File: src/rtl/ctc_pkg.sv
// Shared constants for the counter-timer control block.
// Assumes one 50 MHz clock and a byte-addressed word register port.
package ctc_pkg;
   // Register byte offsets
   localparam logic [7:0] CTC_OFF_CTRL = 8'h00;
   localparam logic [7:0] CTC_OFF_CLKEV = 8'h04;
   localparam logic [7:0] CTC_OFF_RELOAD = 8'h08;
   localparam logic [7:0] CTC_OFF_COUNT = 8'h0c;
   localparam logic [7:0] CTC_OFF_IRQ_ST = 8'h10;
   localparam logic [7:0] CTC_OFF_IRQ_MASK = 8'h14;
   // Control register bit positions
   localparam int CTC_B_ENABLE = 0;
   localparam int CTC_B_RESET = 1;
   localparam int CTC_B_MODE = 2;
   localparam int CTC_B_INPUT_PIN_POLARITY = 4;
   localparam int CTC_B_DIR = 5;
   localparam int CTC_B_OUT_EN = 6;
   localparam int CTC_B_RWRAP = 7;
   localparam int CTC_B_FBYP = 8;
   localparam int CTC_B_PD = 9;
   localparam int CTC_B_OUT_POL = 10;
   localparam int CTC_B_SLEEP = 11;
   localparam int CTC_B_CLK_REQ = 12;
   // Clock and event control bit positions
   localparam int CTC_B_COUNTER_CLOCK_SELECT = 0;
   localparam int CTC_B_EDGE = 5;
   localparam int CTC_B_EVSEL = 7;
   localparam int CTC_B_FCLK = 8;
   // Interrupt status bits
   localparam int CTC_I_WRAP = 0;
   localparam int CTC_I_MEAS = 1;
   // Reset values and counter limits
   localparam logic CTC_PD_RST = 1'b1;
   localparam logic [15:0] CTC_CNT_RST = 16'h0000;
   localparam logic [15:0] CTC_CNT_MAX = 16'hffff;
   localparam logic [15:0] CTC_CNT_MIN = 16'h0000;
   // Edge select codes
   localparam logic [1:0] CTC_EDGE_FALL = 2'h0;
   localparam logic [1:0] CTC_EDGE_RISE = 2'h1;
   localparam logic [1:0] CTC_EDGE_BOTH = 2'h2;
   localparam logic [1:0] CTC_EDGE_NONE = 2'h3;
   // Operating modes in register encoding order
   typedef enum logic [1:0] {
      CTC_MODE_TIMER,
      CTC_MODE_EVENT,
      CTC_MODE_ONESHOT,
      CTC_MODE_MEAS
   } ctc_mode_e;
endpackage

File: src/rtl/ctc_prescale.sv
// Power-of-two prescaler giving a one-cycle tick enable.
// Assumes sel_i is steady from a register on the same clock.
`timescale 1ns/1ps
module ctc_prescale #(
   parameter int W = 17
) (
   input wire logic clk_i,
   input wire logic rst_i,
   input wire logic run_i,
   input wire logic [3:0] sel_i,
   output logic tick_o
);
   logic [W-1:0] div_r;
   logic [W-1:0] mask;

   // Period is 2^(sel+1) clocks
   assign mask = W'((2 << sel_i) - 1);

   // Divider stops while gated so power-down really freezes it
   always_ff @(posedge clk_i or posedge rst_i) begin
      if (rst_i) begin
         div_r <= '0;
      end else if (run_i) begin
         div_r <= div_r + W'(1);
      end
   end

   // Tick when all selected low bits are ones
   always_ff @(posedge clk_i or posedge rst_i) begin
      if (rst_i) begin
         tick_o <= 1'b0;
      end else begin
         tick_o <= run_i && ((div_r & mask) == mask);
      end
   end
endmodule

File: src/rtl/ctc_top.sv
// Counter-timer control: control registers, 16-bit counter, pin logic.
// Assumes a single-cycle register port master on clk_i, pins async.
//
// Operation
// - Bit 12 reads main clock request
// - Bit 11 reads sleep permission input
// - Bit 10 sets output pin polarity
// - Bit 9 powers down; resets to one
// - Bit 8 bypasses input noise filter
// - Bit 7 reloads on wrap, else rolls (timer and event modes)
// - Bit 6 enables output pin function
// - Event mode: direction bit picks up/down
// - Timer mode: direction bit enables pin pause
// - Input polarity bit inverts input pin
// - Bits 3:2 select the operating mode
// - Bit 1 stops, reloads, clears enable
// - Interrupts blocked once reset clears enable
// - Bit 0 starts/stops; clears pulse output
// - One-shot end clears enable by itself
// - Completed reset cycle clears enable
// - Clock select field picks counter clock
`timescale 1ns/1ps
module ctc_top
   import ctc_pkg::*;
(
   input wire logic clk_i,
   input wire logic rst_i,
   input wire logic [7:0] addr_i,
   input wire logic [31:0] wdata_i,
   input wire logic wr_i,
   input wire logic rd_i,
   output logic [31:0] rdata_o,
   input wire logic timer_input_pin_i,
   input wire logic sleep_enable_i,
   input wire logic prev_overflow_i,
   output logic timer_output_pin_o,
   output logic main_clock_request_o,
   output logic irq_o
);
   ctc_mode_e mode_r;
   logic enable_r, rst_pend_r, output_pin_polarity_r, power_down_r;
   logic filter_bypass_r, reload_on_wrap_r, output_pin_enable_r;
   logic count_direction_r, input_pin_polarity_r, event_select_r;
   logic [1:0] edge_select_r;
   logic [3:0] counter_clock_select_r, filter_clock_select_r;
   logic [15:0] count_r, reload_r, count_nxt, cap_val;
   logic [1:0] irq_st_r, irq_mask_r;
   logic tin_m_r, tin_s_r, slp_m_r, slp_s_r, filt_r, tin_q_r;
   logic [2:0] filt_sh_r;
   logic armed_r, started_r, out_act_r, out_act_nxt;
   logic tick, ftick, tin_act, rise, fall, edge_hit;
   logic en_clr, ev_wrap, ev_meas, cap, arm_set, go;
   logic wr_ctrl, wr_clkev;

   assign wr_ctrl = wr_i && (addr_i == CTC_OFF_CTRL);
   assign wr_clkev = wr_i && (addr_i == CTC_OFF_CLKEV);

   ////////////////////////////////////////////////////////////////////
   // Counter and filter clock enables
   ctc_prescale #(.W(17)) u_counter_clock_select (
      .clk_i(clk_i),
      .rst_i(rst_i),
      .run_i(!power_down_r),
      .sel_i(counter_clock_select_r),
      .tick_o(tick)
   );

   ctc_prescale #(.W(17)) u_fclk (
      .clk_i(clk_i),
      .rst_i(rst_i),
      .run_i(!power_down_r),
      .sel_i(filter_clock_select_r),
      .tick_o(ftick)
   );

   ////////////////////////////////////////////////////////////////////
   // Pin synchronisers; first stage feeds only the second
   always_ff @(posedge clk_i or posedge rst_i) begin
      if (rst_i) begin
         tin_m_r <= 1'b0;
         tin_s_r <= 1'b0;
         slp_m_r <= 1'b0;
         slp_s_r <= 1'b0;
      end else begin
         tin_m_r <= timer_input_pin_i;
         tin_s_r <= tin_m_r;
         slp_m_r <= sleep_enable_i;
         slp_s_r <= slp_m_r;
      end
   end

   // Noise filter: output follows after three equal filter samples
   always_ff @(posedge clk_i or posedge rst_i) begin
      if (rst_i) begin
         filt_sh_r <= 3'h0;
         filt_r <= 1'b0;
      end else if (ftick) begin
         filt_sh_r <= {filt_sh_r[1:0], tin_s_r};
         if (&filt_sh_r) begin
            filt_r <= 1'b1;
         end else if (~|filt_sh_r) begin
            filt_r <= 1'b0;
         end
      end
   end

   // Effective input level and edges
   assign tin_act = (filter_bypass_r ? tin_s_r : filt_r) ^ input_pin_polarity_r;
   assign rise = tin_act && !tin_q_r;
   assign fall = !tin_act && tin_q_r;

   always_ff @(posedge clk_i or posedge rst_i) begin
      if (rst_i) begin
         tin_q_r <= 1'b0;
      end else begin
         tin_q_r <= tin_act;
      end
   end

   always_comb begin
      unique case (edge_select_r)
         CTC_EDGE_FALL: edge_hit = fall;
         CTC_EDGE_RISE: edge_hit = rise;
         CTC_EDGE_BOTH: edge_hit = rise || fall;
         CTC_EDGE_NONE: edge_hit = 1'b0;
      endcase
   end

   ////////////////////////////////////////////////////////////////////
   // Counter next state; nothing runs while reset pends or powered down,
   // so no event can be raised once reset has taken effect
   always_comb begin
      count_nxt = count_r;
      out_act_nxt = out_act_r;
      cap_val = count_r;
      en_clr = 1'b0;
      ev_wrap = 1'b0;
      ev_meas = 1'b0;
      cap = 1'b0;
      arm_set = 1'b0;
      go = 1'b0;
      if (rst_pend_r) begin
         out_act_nxt = 1'b0;
         if (tick) begin
            count_nxt = reload_r;
            en_clr = 1'b1;
         end
      end else if (!enable_r || power_down_r) begin
         out_act_nxt = 1'b0;
      end else begin
         unique case (mode_r)
            CTC_MODE_TIMER: begin
               if (tick && !(count_direction_r && !tin_act)) begin
                  if (count_r == CTC_CNT_MIN) begin
                     ev_wrap = 1'b1;
                     out_act_nxt = !out_act_r;
                     count_nxt = reload_on_wrap_r ? reload_r : CTC_CNT_MAX;
                  end else begin
                     count_nxt = count_r - 16'h0001;
                  end
               end
            end
            CTC_MODE_EVENT: begin
               if (event_select_r ? edge_hit : prev_overflow_i) begin
                  if (count_direction_r) begin
                     if (count_r == CTC_CNT_MAX) begin
                        ev_wrap = 1'b1;
                        out_act_nxt = !out_act_r;
                        count_nxt = reload_on_wrap_r ? reload_r : CTC_CNT_MIN;
                     end else begin
                        count_nxt = count_r + 16'h0001;
                     end
                  end else if (count_r == CTC_CNT_MIN) begin
                     ev_wrap = 1'b1;
                     out_act_nxt = !out_act_r;
                     count_nxt = reload_on_wrap_r ? reload_r : CTC_CNT_MAX;
                  end else begin
                     count_nxt = count_r - 16'h0001;
                  end
               end
            end
            CTC_MODE_ONESHOT: begin
               // Reload setting has no say here: the shot simply ends
               go = started_r || (edge_select_r == CTC_EDGE_NONE) || edge_hit;
               out_act_nxt = go;
               if (go && tick) begin
                  if (count_r == CTC_CNT_MIN) begin
                     ev_wrap = 1'b1;
                     en_clr = 1'b1;
                     out_act_nxt = 1'b0;
                  end else begin
                     count_nxt = count_r - 16'h0001;
                  end
               end
            end
            CTC_MODE_MEAS: begin
               if (edge_hit) begin
                  cap = armed_r;
                  ev_meas = armed_r;
                  arm_set = 1'b1;
                  count_nxt = CTC_CNT_MIN;
               end else if (tick && armed_r) begin
                  if (count_r == CTC_CNT_MAX) begin
                     ev_wrap = 1'b1;
                     en_clr = 1'b1;
                     cap = 1'b1;
                     cap_val = CTC_CNT_MIN;
                     count_nxt = CTC_CNT_MIN;
                  end else begin
                     count_nxt = count_r + 16'h0001;
                  end
               end
            end
         endcase
      end
   end

   ////////////////////////////////////////////////////////////////////
   // Counter, reload and sequencing flags
   always_ff @(posedge clk_i or posedge rst_i) begin
      if (rst_i) begin
         count_r <= CTC_CNT_RST;
      end else begin
         count_r <= count_nxt;
      end
   end

   // Reload is read-only to software while measuring
   always_ff @(posedge clk_i or posedge rst_i) begin
      if (rst_i) begin
         reload_r <= CTC_CNT_RST;
      end else if (cap) begin
         reload_r <= cap_val;
      end else if (wr_i && addr_i == CTC_OFF_RELOAD && mode_r != CTC_MODE_MEAS) begin
         reload_r <= wdata_i[15:0];
      end
   end

   always_ff @(posedge clk_i or posedge rst_i) begin
      if (rst_i) begin
         armed_r <= 1'b0;
         started_r <= 1'b0;
         out_act_r <= 1'b0;
      end else begin
         armed_r <= enable_r && !rst_pend_r && (armed_r || arm_set);
         started_r <= enable_r && !rst_pend_r && !en_clr && go;
         out_act_r <= out_act_nxt;
      end
   end

   ////////////////////////////////////////////////////////////////////
   // Control register; a software write of enable beats a hardware clear
   always_ff @(posedge clk_i or posedge rst_i) begin
      if (rst_i) begin
         enable_r <= 1'b0;
      end else if (wr_ctrl) begin
         enable_r <= wdata_i[CTC_B_ENABLE];
      end else if (en_clr) begin
         enable_r <= 1'b0;
      end
   end

   // Reset request holds until the next counter clock completes it
   always_ff @(posedge clk_i or posedge rst_i) begin
      if (rst_i) begin
         rst_pend_r <= 1'b0;
      end else if (wr_ctrl && wdata_i[CTC_B_RESET]) begin
         rst_pend_r <= 1'b1;
      end else if (rst_pend_r && tick) begin
         rst_pend_r <= 1'b0;
      end
   end

   always_ff @(posedge clk_i or posedge rst_i) begin
      if (rst_i) begin
         output_pin_polarity_r <= 1'b0;
         power_down_r <= CTC_PD_RST;
         filter_bypass_r <= 1'b0;
         reload_on_wrap_r <= 1'b0;
         output_pin_enable_r <= 1'b0;
         count_direction_r <= 1'b0;
         input_pin_polarity_r <= 1'b0;
         mode_r <= CTC_MODE_TIMER;
      end else if (wr_ctrl) begin
         output_pin_polarity_r <= wdata_i[CTC_B_OUT_POL];
         power_down_r <= wdata_i[CTC_B_PD];
         filter_bypass_r <= wdata_i[CTC_B_FBYP];
         reload_on_wrap_r <= wdata_i[CTC_B_RWRAP];
         output_pin_enable_r <= wdata_i[CTC_B_OUT_EN];
         count_direction_r <= wdata_i[CTC_B_DIR];
         input_pin_polarity_r <= wdata_i[CTC_B_INPUT_PIN_POLARITY];
         mode_r <= ctc_mode_e'(wdata_i[CTC_B_MODE +: 2]);
      end
   end

   // Clock and event control
   always_ff @(posedge clk_i or posedge rst_i) begin
      if (rst_i) begin
         counter_clock_select_r <= 4'h0;
         filter_clock_select_r <= 4'h0;
         event_select_r <= 1'b0;
         edge_select_r <= CTC_EDGE_FALL;
      end else if (wr_clkev) begin
         counter_clock_select_r <= wdata_i[CTC_B_COUNTER_CLOCK_SELECT +: 4];
         filter_clock_select_r <= wdata_i[CTC_B_FCLK +: 4];
         event_select_r <= wdata_i[CTC_B_EVSEL];
         edge_select_r <= wdata_i[CTC_B_EDGE +: 2];
      end
   end

   ////////////////////////////////////////////////////////////////////
   // Interrupt status (write one to clear, set wins) and mask
   always_ff @(posedge clk_i or posedge rst_i) begin
      if (rst_i) begin
         irq_st_r <= 2'h0;
      end else begin
         irq_st_r <= (irq_st_r & ~((wr_i && addr_i == CTC_OFF_IRQ_ST) ? wdata_i[1:0] : 2'h0))
                     | {ev_meas, ev_wrap};
      end
   end

   always_ff @(posedge clk_i or posedge rst_i) begin
      if (rst_i) begin
         irq_mask_r <= 2'h0;
      end else if (wr_i && addr_i == CTC_OFF_IRQ_MASK) begin
         irq_mask_r <= wdata_i[1:0];
      end
   end

   ////////////////////////////////////////////////////////////////////
   // Registered outputs; idle output level equals the polarity bit
   always_ff @(posedge clk_i or posedge rst_i) begin
      if (rst_i) begin
         timer_output_pin_o <= 1'b0;
         main_clock_request_o <= 1'b0;
         irq_o <= 1'b0;
      end else begin
         timer_output_pin_o <= output_pin_enable_r ? (out_act_r ^ output_pin_polarity_r)
                                                   : output_pin_polarity_r;
         main_clock_request_o <= !power_down_r && (enable_r || rst_pend_r);
         irq_o <= |(irq_st_r & irq_mask_r);
      end
   end

   // Read data stands only in the cycle after the read strobe
   always_ff @(posedge clk_i or posedge rst_i) begin
      if (rst_i) begin
         rdata_o <= 32'h0;
      end else if (!rd_i) begin
         rdata_o <= 32'h0;
      end else begin
         unique case (addr_i)
            CTC_OFF_CTRL: rdata_o <= {19'h0, main_clock_request_o, slp_s_r,
               output_pin_polarity_r, power_down_r, filter_bypass_r, reload_on_wrap_r,
               output_pin_enable_r, count_direction_r, input_pin_polarity_r,
               mode_r, rst_pend_r, enable_r};
            CTC_OFF_CLKEV: rdata_o <= {20'h0, filter_clock_select_r, event_select_r,
               edge_select_r, 1'b0, counter_clock_select_r};
            CTC_OFF_RELOAD: rdata_o <= {16'h0, reload_r};
            CTC_OFF_COUNT: rdata_o <= {16'h0, count_r};
            CTC_OFF_IRQ_ST: rdata_o <= {30'h0, irq_st_r};
            CTC_OFF_IRQ_MASK: rdata_o <= {30'h0, irq_mask_r};
            default: rdata_o <= 32'h0;
         endcase
      end
   end
endmodule

File: config.mk
export PLATFORM = sky130hd
export DESIGN_NAME = ctc_top
export DESIGN_NICKNAME = d
export VERILOG_FILES = /design/src/rtl/ctc_pkg.sv /design/src/rtl/ctc_prescale.sv /design/src/rtl/ctc_top.sv
export SDC_FILE = /design/constraint.sdc
export NUM_CORES = 1
export LEC_CHECK = 0
export BUFFER_PORTS_ARGS = -buffer_cell sky130_fd_sc_hd__buf_2
export CAP_MARGIN = 5
export CORE_MARGIN = 5
export CORE_UTILIZATION = 50
export DETAILED_ROUTE_END_ITERATION = 8
export PLACE_DENSITY_LB_ADDON = 0.3
export SLEW_MARGIN = 30
export SYNTH_ARGS = -nofsm -noshare
export SYNTH_HDL_FRONTEND = slang
export SYNTH_SLANG_ARGS = --single-unit
export TNS_END_PERCENT = 100
File: constraint.sdc
create_clock -name clk_i -period 11.3 [get_ports clk_i]
set_input_delay 1.695 -clock clk_i [delete_from_list [all_inputs] [get_ports clk_i]]
set_output_delay 1.695 -clock clk_i [all_outputs]
set_load 0.01 [all_outputs]
==> results.ini <==
[placement]
port_buffers=49
placed_area_sq_um=8250
gp_congestion=0.930
dp_hpwl_um=15800

[sta]
setup_violations=0
maxSlewViolCount=0
final.setup.tns_ns=0
fin_crit_ns=3.93
rsz0062_at_grt=false
min_period_over_period=0.348
clock_skew_ns=0.0148
worst_pin_slew_ns=0.916
final_hold_viol_count=0
fmax_mhz=254
max_slew_margin=0.389
holdWs_ns=0.358

[power]
p_total_mw=1.69
ir_worst_vdd_mv=0.143
power_density_nw_per_um2=190
leakage_nw=3.70

[global_routing]
grt_max_degree=73
grt_pass1_wl_um=36500
track_usage=0.251
gr-total-overflow=0
antenna_found_initial=0
grt_pass1_vias=6811

[synth]
synthMuxAreaShare=0.0847
synth-compound-area-share=0.189
synth.avg_cell_area_sq_um=8.82
synth_top_family_by_area=simple AND/OR/NAND/NOR gates
ys_types=80
synth_edf_count=0
synthSimpleGateAreaFrac=0.201
syn-cell-area_sq_um=8020
async_flop_share=1.00
ys.flop_type=dfrtp_1
synthXorXnorAreaFrac=0.0590
synthAdderAreaFrac=0.0203
seq_area_frac_synth=0.384
synthCells=910
synth-seq-cells=123
ys_warn_count=0

[clock_network]
cts-buffers-inserted=17
clock_path_buffers=2
cts_tree=built
clock-sinks=123
cts_hold_buf=0
worstSkewPairLatency_ns=0.43
cts_resized=0
htreeDepth=4
path_clk_slew_ns=0.06
cts_root_buf=clkbuf_16
cts_setup_buffers=0

[cells_and_area]
final_nets=980
drive_above_1_share=0.145
utilization=0.561
n_antenna_cell=0
synthToLayoutAreaGrowth_pct=10.8
design_area_sq_um=8890

[critical_path]
crit_slowest_cell=and3b_2
end_kind=register
slowest_delay_ns=0.63
worstSetupPathType=primary input to register
worstPathMaxFanout=16
path_buf_inv=2
crit_path_cell_trace=buf_2, or4_1, nor3_2, buf_4, nand2_1, nor2_2, and3b_2, mux2i_1, o32ai_1
path_delay_family=simple AND/OR/NAND/NOR gates
crit_path_start_kind=primary input
worstPathRequired_ns=11.58
rr_startpoint=count_r[7]
r2r-end=count_r[13]
worstPathArrival_ns=4.21
ff2ff_path_depth=7
reg2reg_slack_ns=7.38

[hold_path]
hold_path.class=register to register
min_delay_path_depth=0
min_from=tin_m_r
min_to=tin_s_r

[routing]
wire_per_inst_um=19.9
drc=0
firstDrtPassIters=5
drtAntennaViolNets=0
routed_wl_um=22900
via_per_inst=6.27
route.vias.total=7209
drtIter0Drc=713

[die]
ios=82
fp.dieArea_sq_um=18700
initial_core_util=0.507
die_w_um=137
rows=46
core_area_sq_um=15800
die_y_um=137

[outcome]
status=finished clean

[flow_run]
cap_violations=0

[synthesized netlist by cell type (all sizes together) (5+ instances only)]
master   instances  area share
nor2b            8      0.0062
nor4            10       0.011
xnor2           38       0.041
ha              13       0.020
clkbuf          45       0.021
nor2            72       0.034
o221ai           6      0.0066
o22ai            8      0.0062
nor3            31       0.021
and3             6      0.0047
a22oi           16       0.015
a21oi           41       0.026
a221o            5      0.0062
a21boi           5      0.0051
o21ai           65       0.041
dfrtp          122        0.38
a31oi            8      0.0062
a221oi          10       0.011
or4              5      0.0051
nand3           51       0.032
mux2i           33       0.041
nand2           89       0.043
or3             10      0.0078
mux2            29       0.041
o211ai           5      0.0053
nand2b           8      0.0062
buf             34       0.027
a21o             8      0.0075
xor2            16       0.017
inv             28       0.013
o32ai            6      0.0066
a2bb2oi          7      0.0076
nand4           13       0.011
[flip-flops by register name, indices dropped and copies added, names as in the netlist, 2 cells and up]
signal and flops:
filt_sh_r 3, counter_clock_select_r 4, reload_r 16, u_fclk.div_r 16
filter_clock_select_r 4, edge_select_r 2, rdata_o 16, u_counter_clock_select.div_r 16
irq_mask_r 2, count_r 16, irq_st_r 2, mode_r 2
[layer usage]
metal / track usage / up-vias / share of wire
li1: - / 3297 / -
met1: 0.337 / 3491 / 0.41
met2: 0.386 / 348 / 0.47
met3: 0.0651 / 73 / 0.081
met4: 0.102 / 0 / 0.040
met5: 0 / - / 0
[power breakdown]
part           leakage (nW)  internal, mW  total [mW]  switching (mW)
registers              1.52         0.510       0.661           0.152
logic                  1.88         0.206       0.450           0.244
clock network         0.305         0.368       0.579           0.211
total                  3.70          1.08        1.69           0.607
[cells by family (layout without fill, tap and decap cells)]
logic type | Yosys count | count (layout)
flip-flops | 123 | 123
multiplexers | 63 | 63
AO/OA/AOI/OAI | 226 | 226
buffers and inverters | 107 | 115
AND/OR/NAND/NOR | 323 | 323
XOR/XNOR | 54 | 54
adder cells (fa/ha/maj) | 13 | 13
other | 1 | 16
[worst max path at each step]
stage / from / end / slack [ns] / cells after the start
after floorplan: rst_i / armed_r / 6.34 / 1
after global placement: addr_i[0] / reload_r[14] / 6.76 / 9
after detailed placement: addr_i[0] / reload_r[0] / 6.68 / 9
after CTS: addr_i[0] / reload_r[0] / 7.11 / 9
after global routing: count_r[7] / count_r[13] / 7.11 / 7
final: addr_i[0] / reload_r[0] / 7.37 / 9
[cell type report]
class	count	area [sq um]
sequential	123	3080
fill	1413	6940
inverter	28	110
multi-input combinational	695	4510
tap	216	270
timing repair buffer	55	290
clock buffer	21	470
clock inverter	11	159
[cell usage in the layout (no fill, tap or decap), types with 27 or more instances in the layout]
cell / count
nor2_1: 71
o21ai_0: 56
nor3_1: 29
xnor2_1: 38
a21oi_1: 41
buf_2: 49
mux2_2: 29
nand2_1: 88
inv_1: 27
mux2i_1: 33
dfrtp_1: 122
nand3_1: 51
[through the flow]
stage	setup WS [ns]	std cells
after detailed placement	6.68	1117
after floorplan	6.34	925
after global routing	7.11	1149
after CTS	7.11	1149
after global placement	6.76	1117
final	7.37	1149
Note: power is estimated with default switching activity, not from simulation.
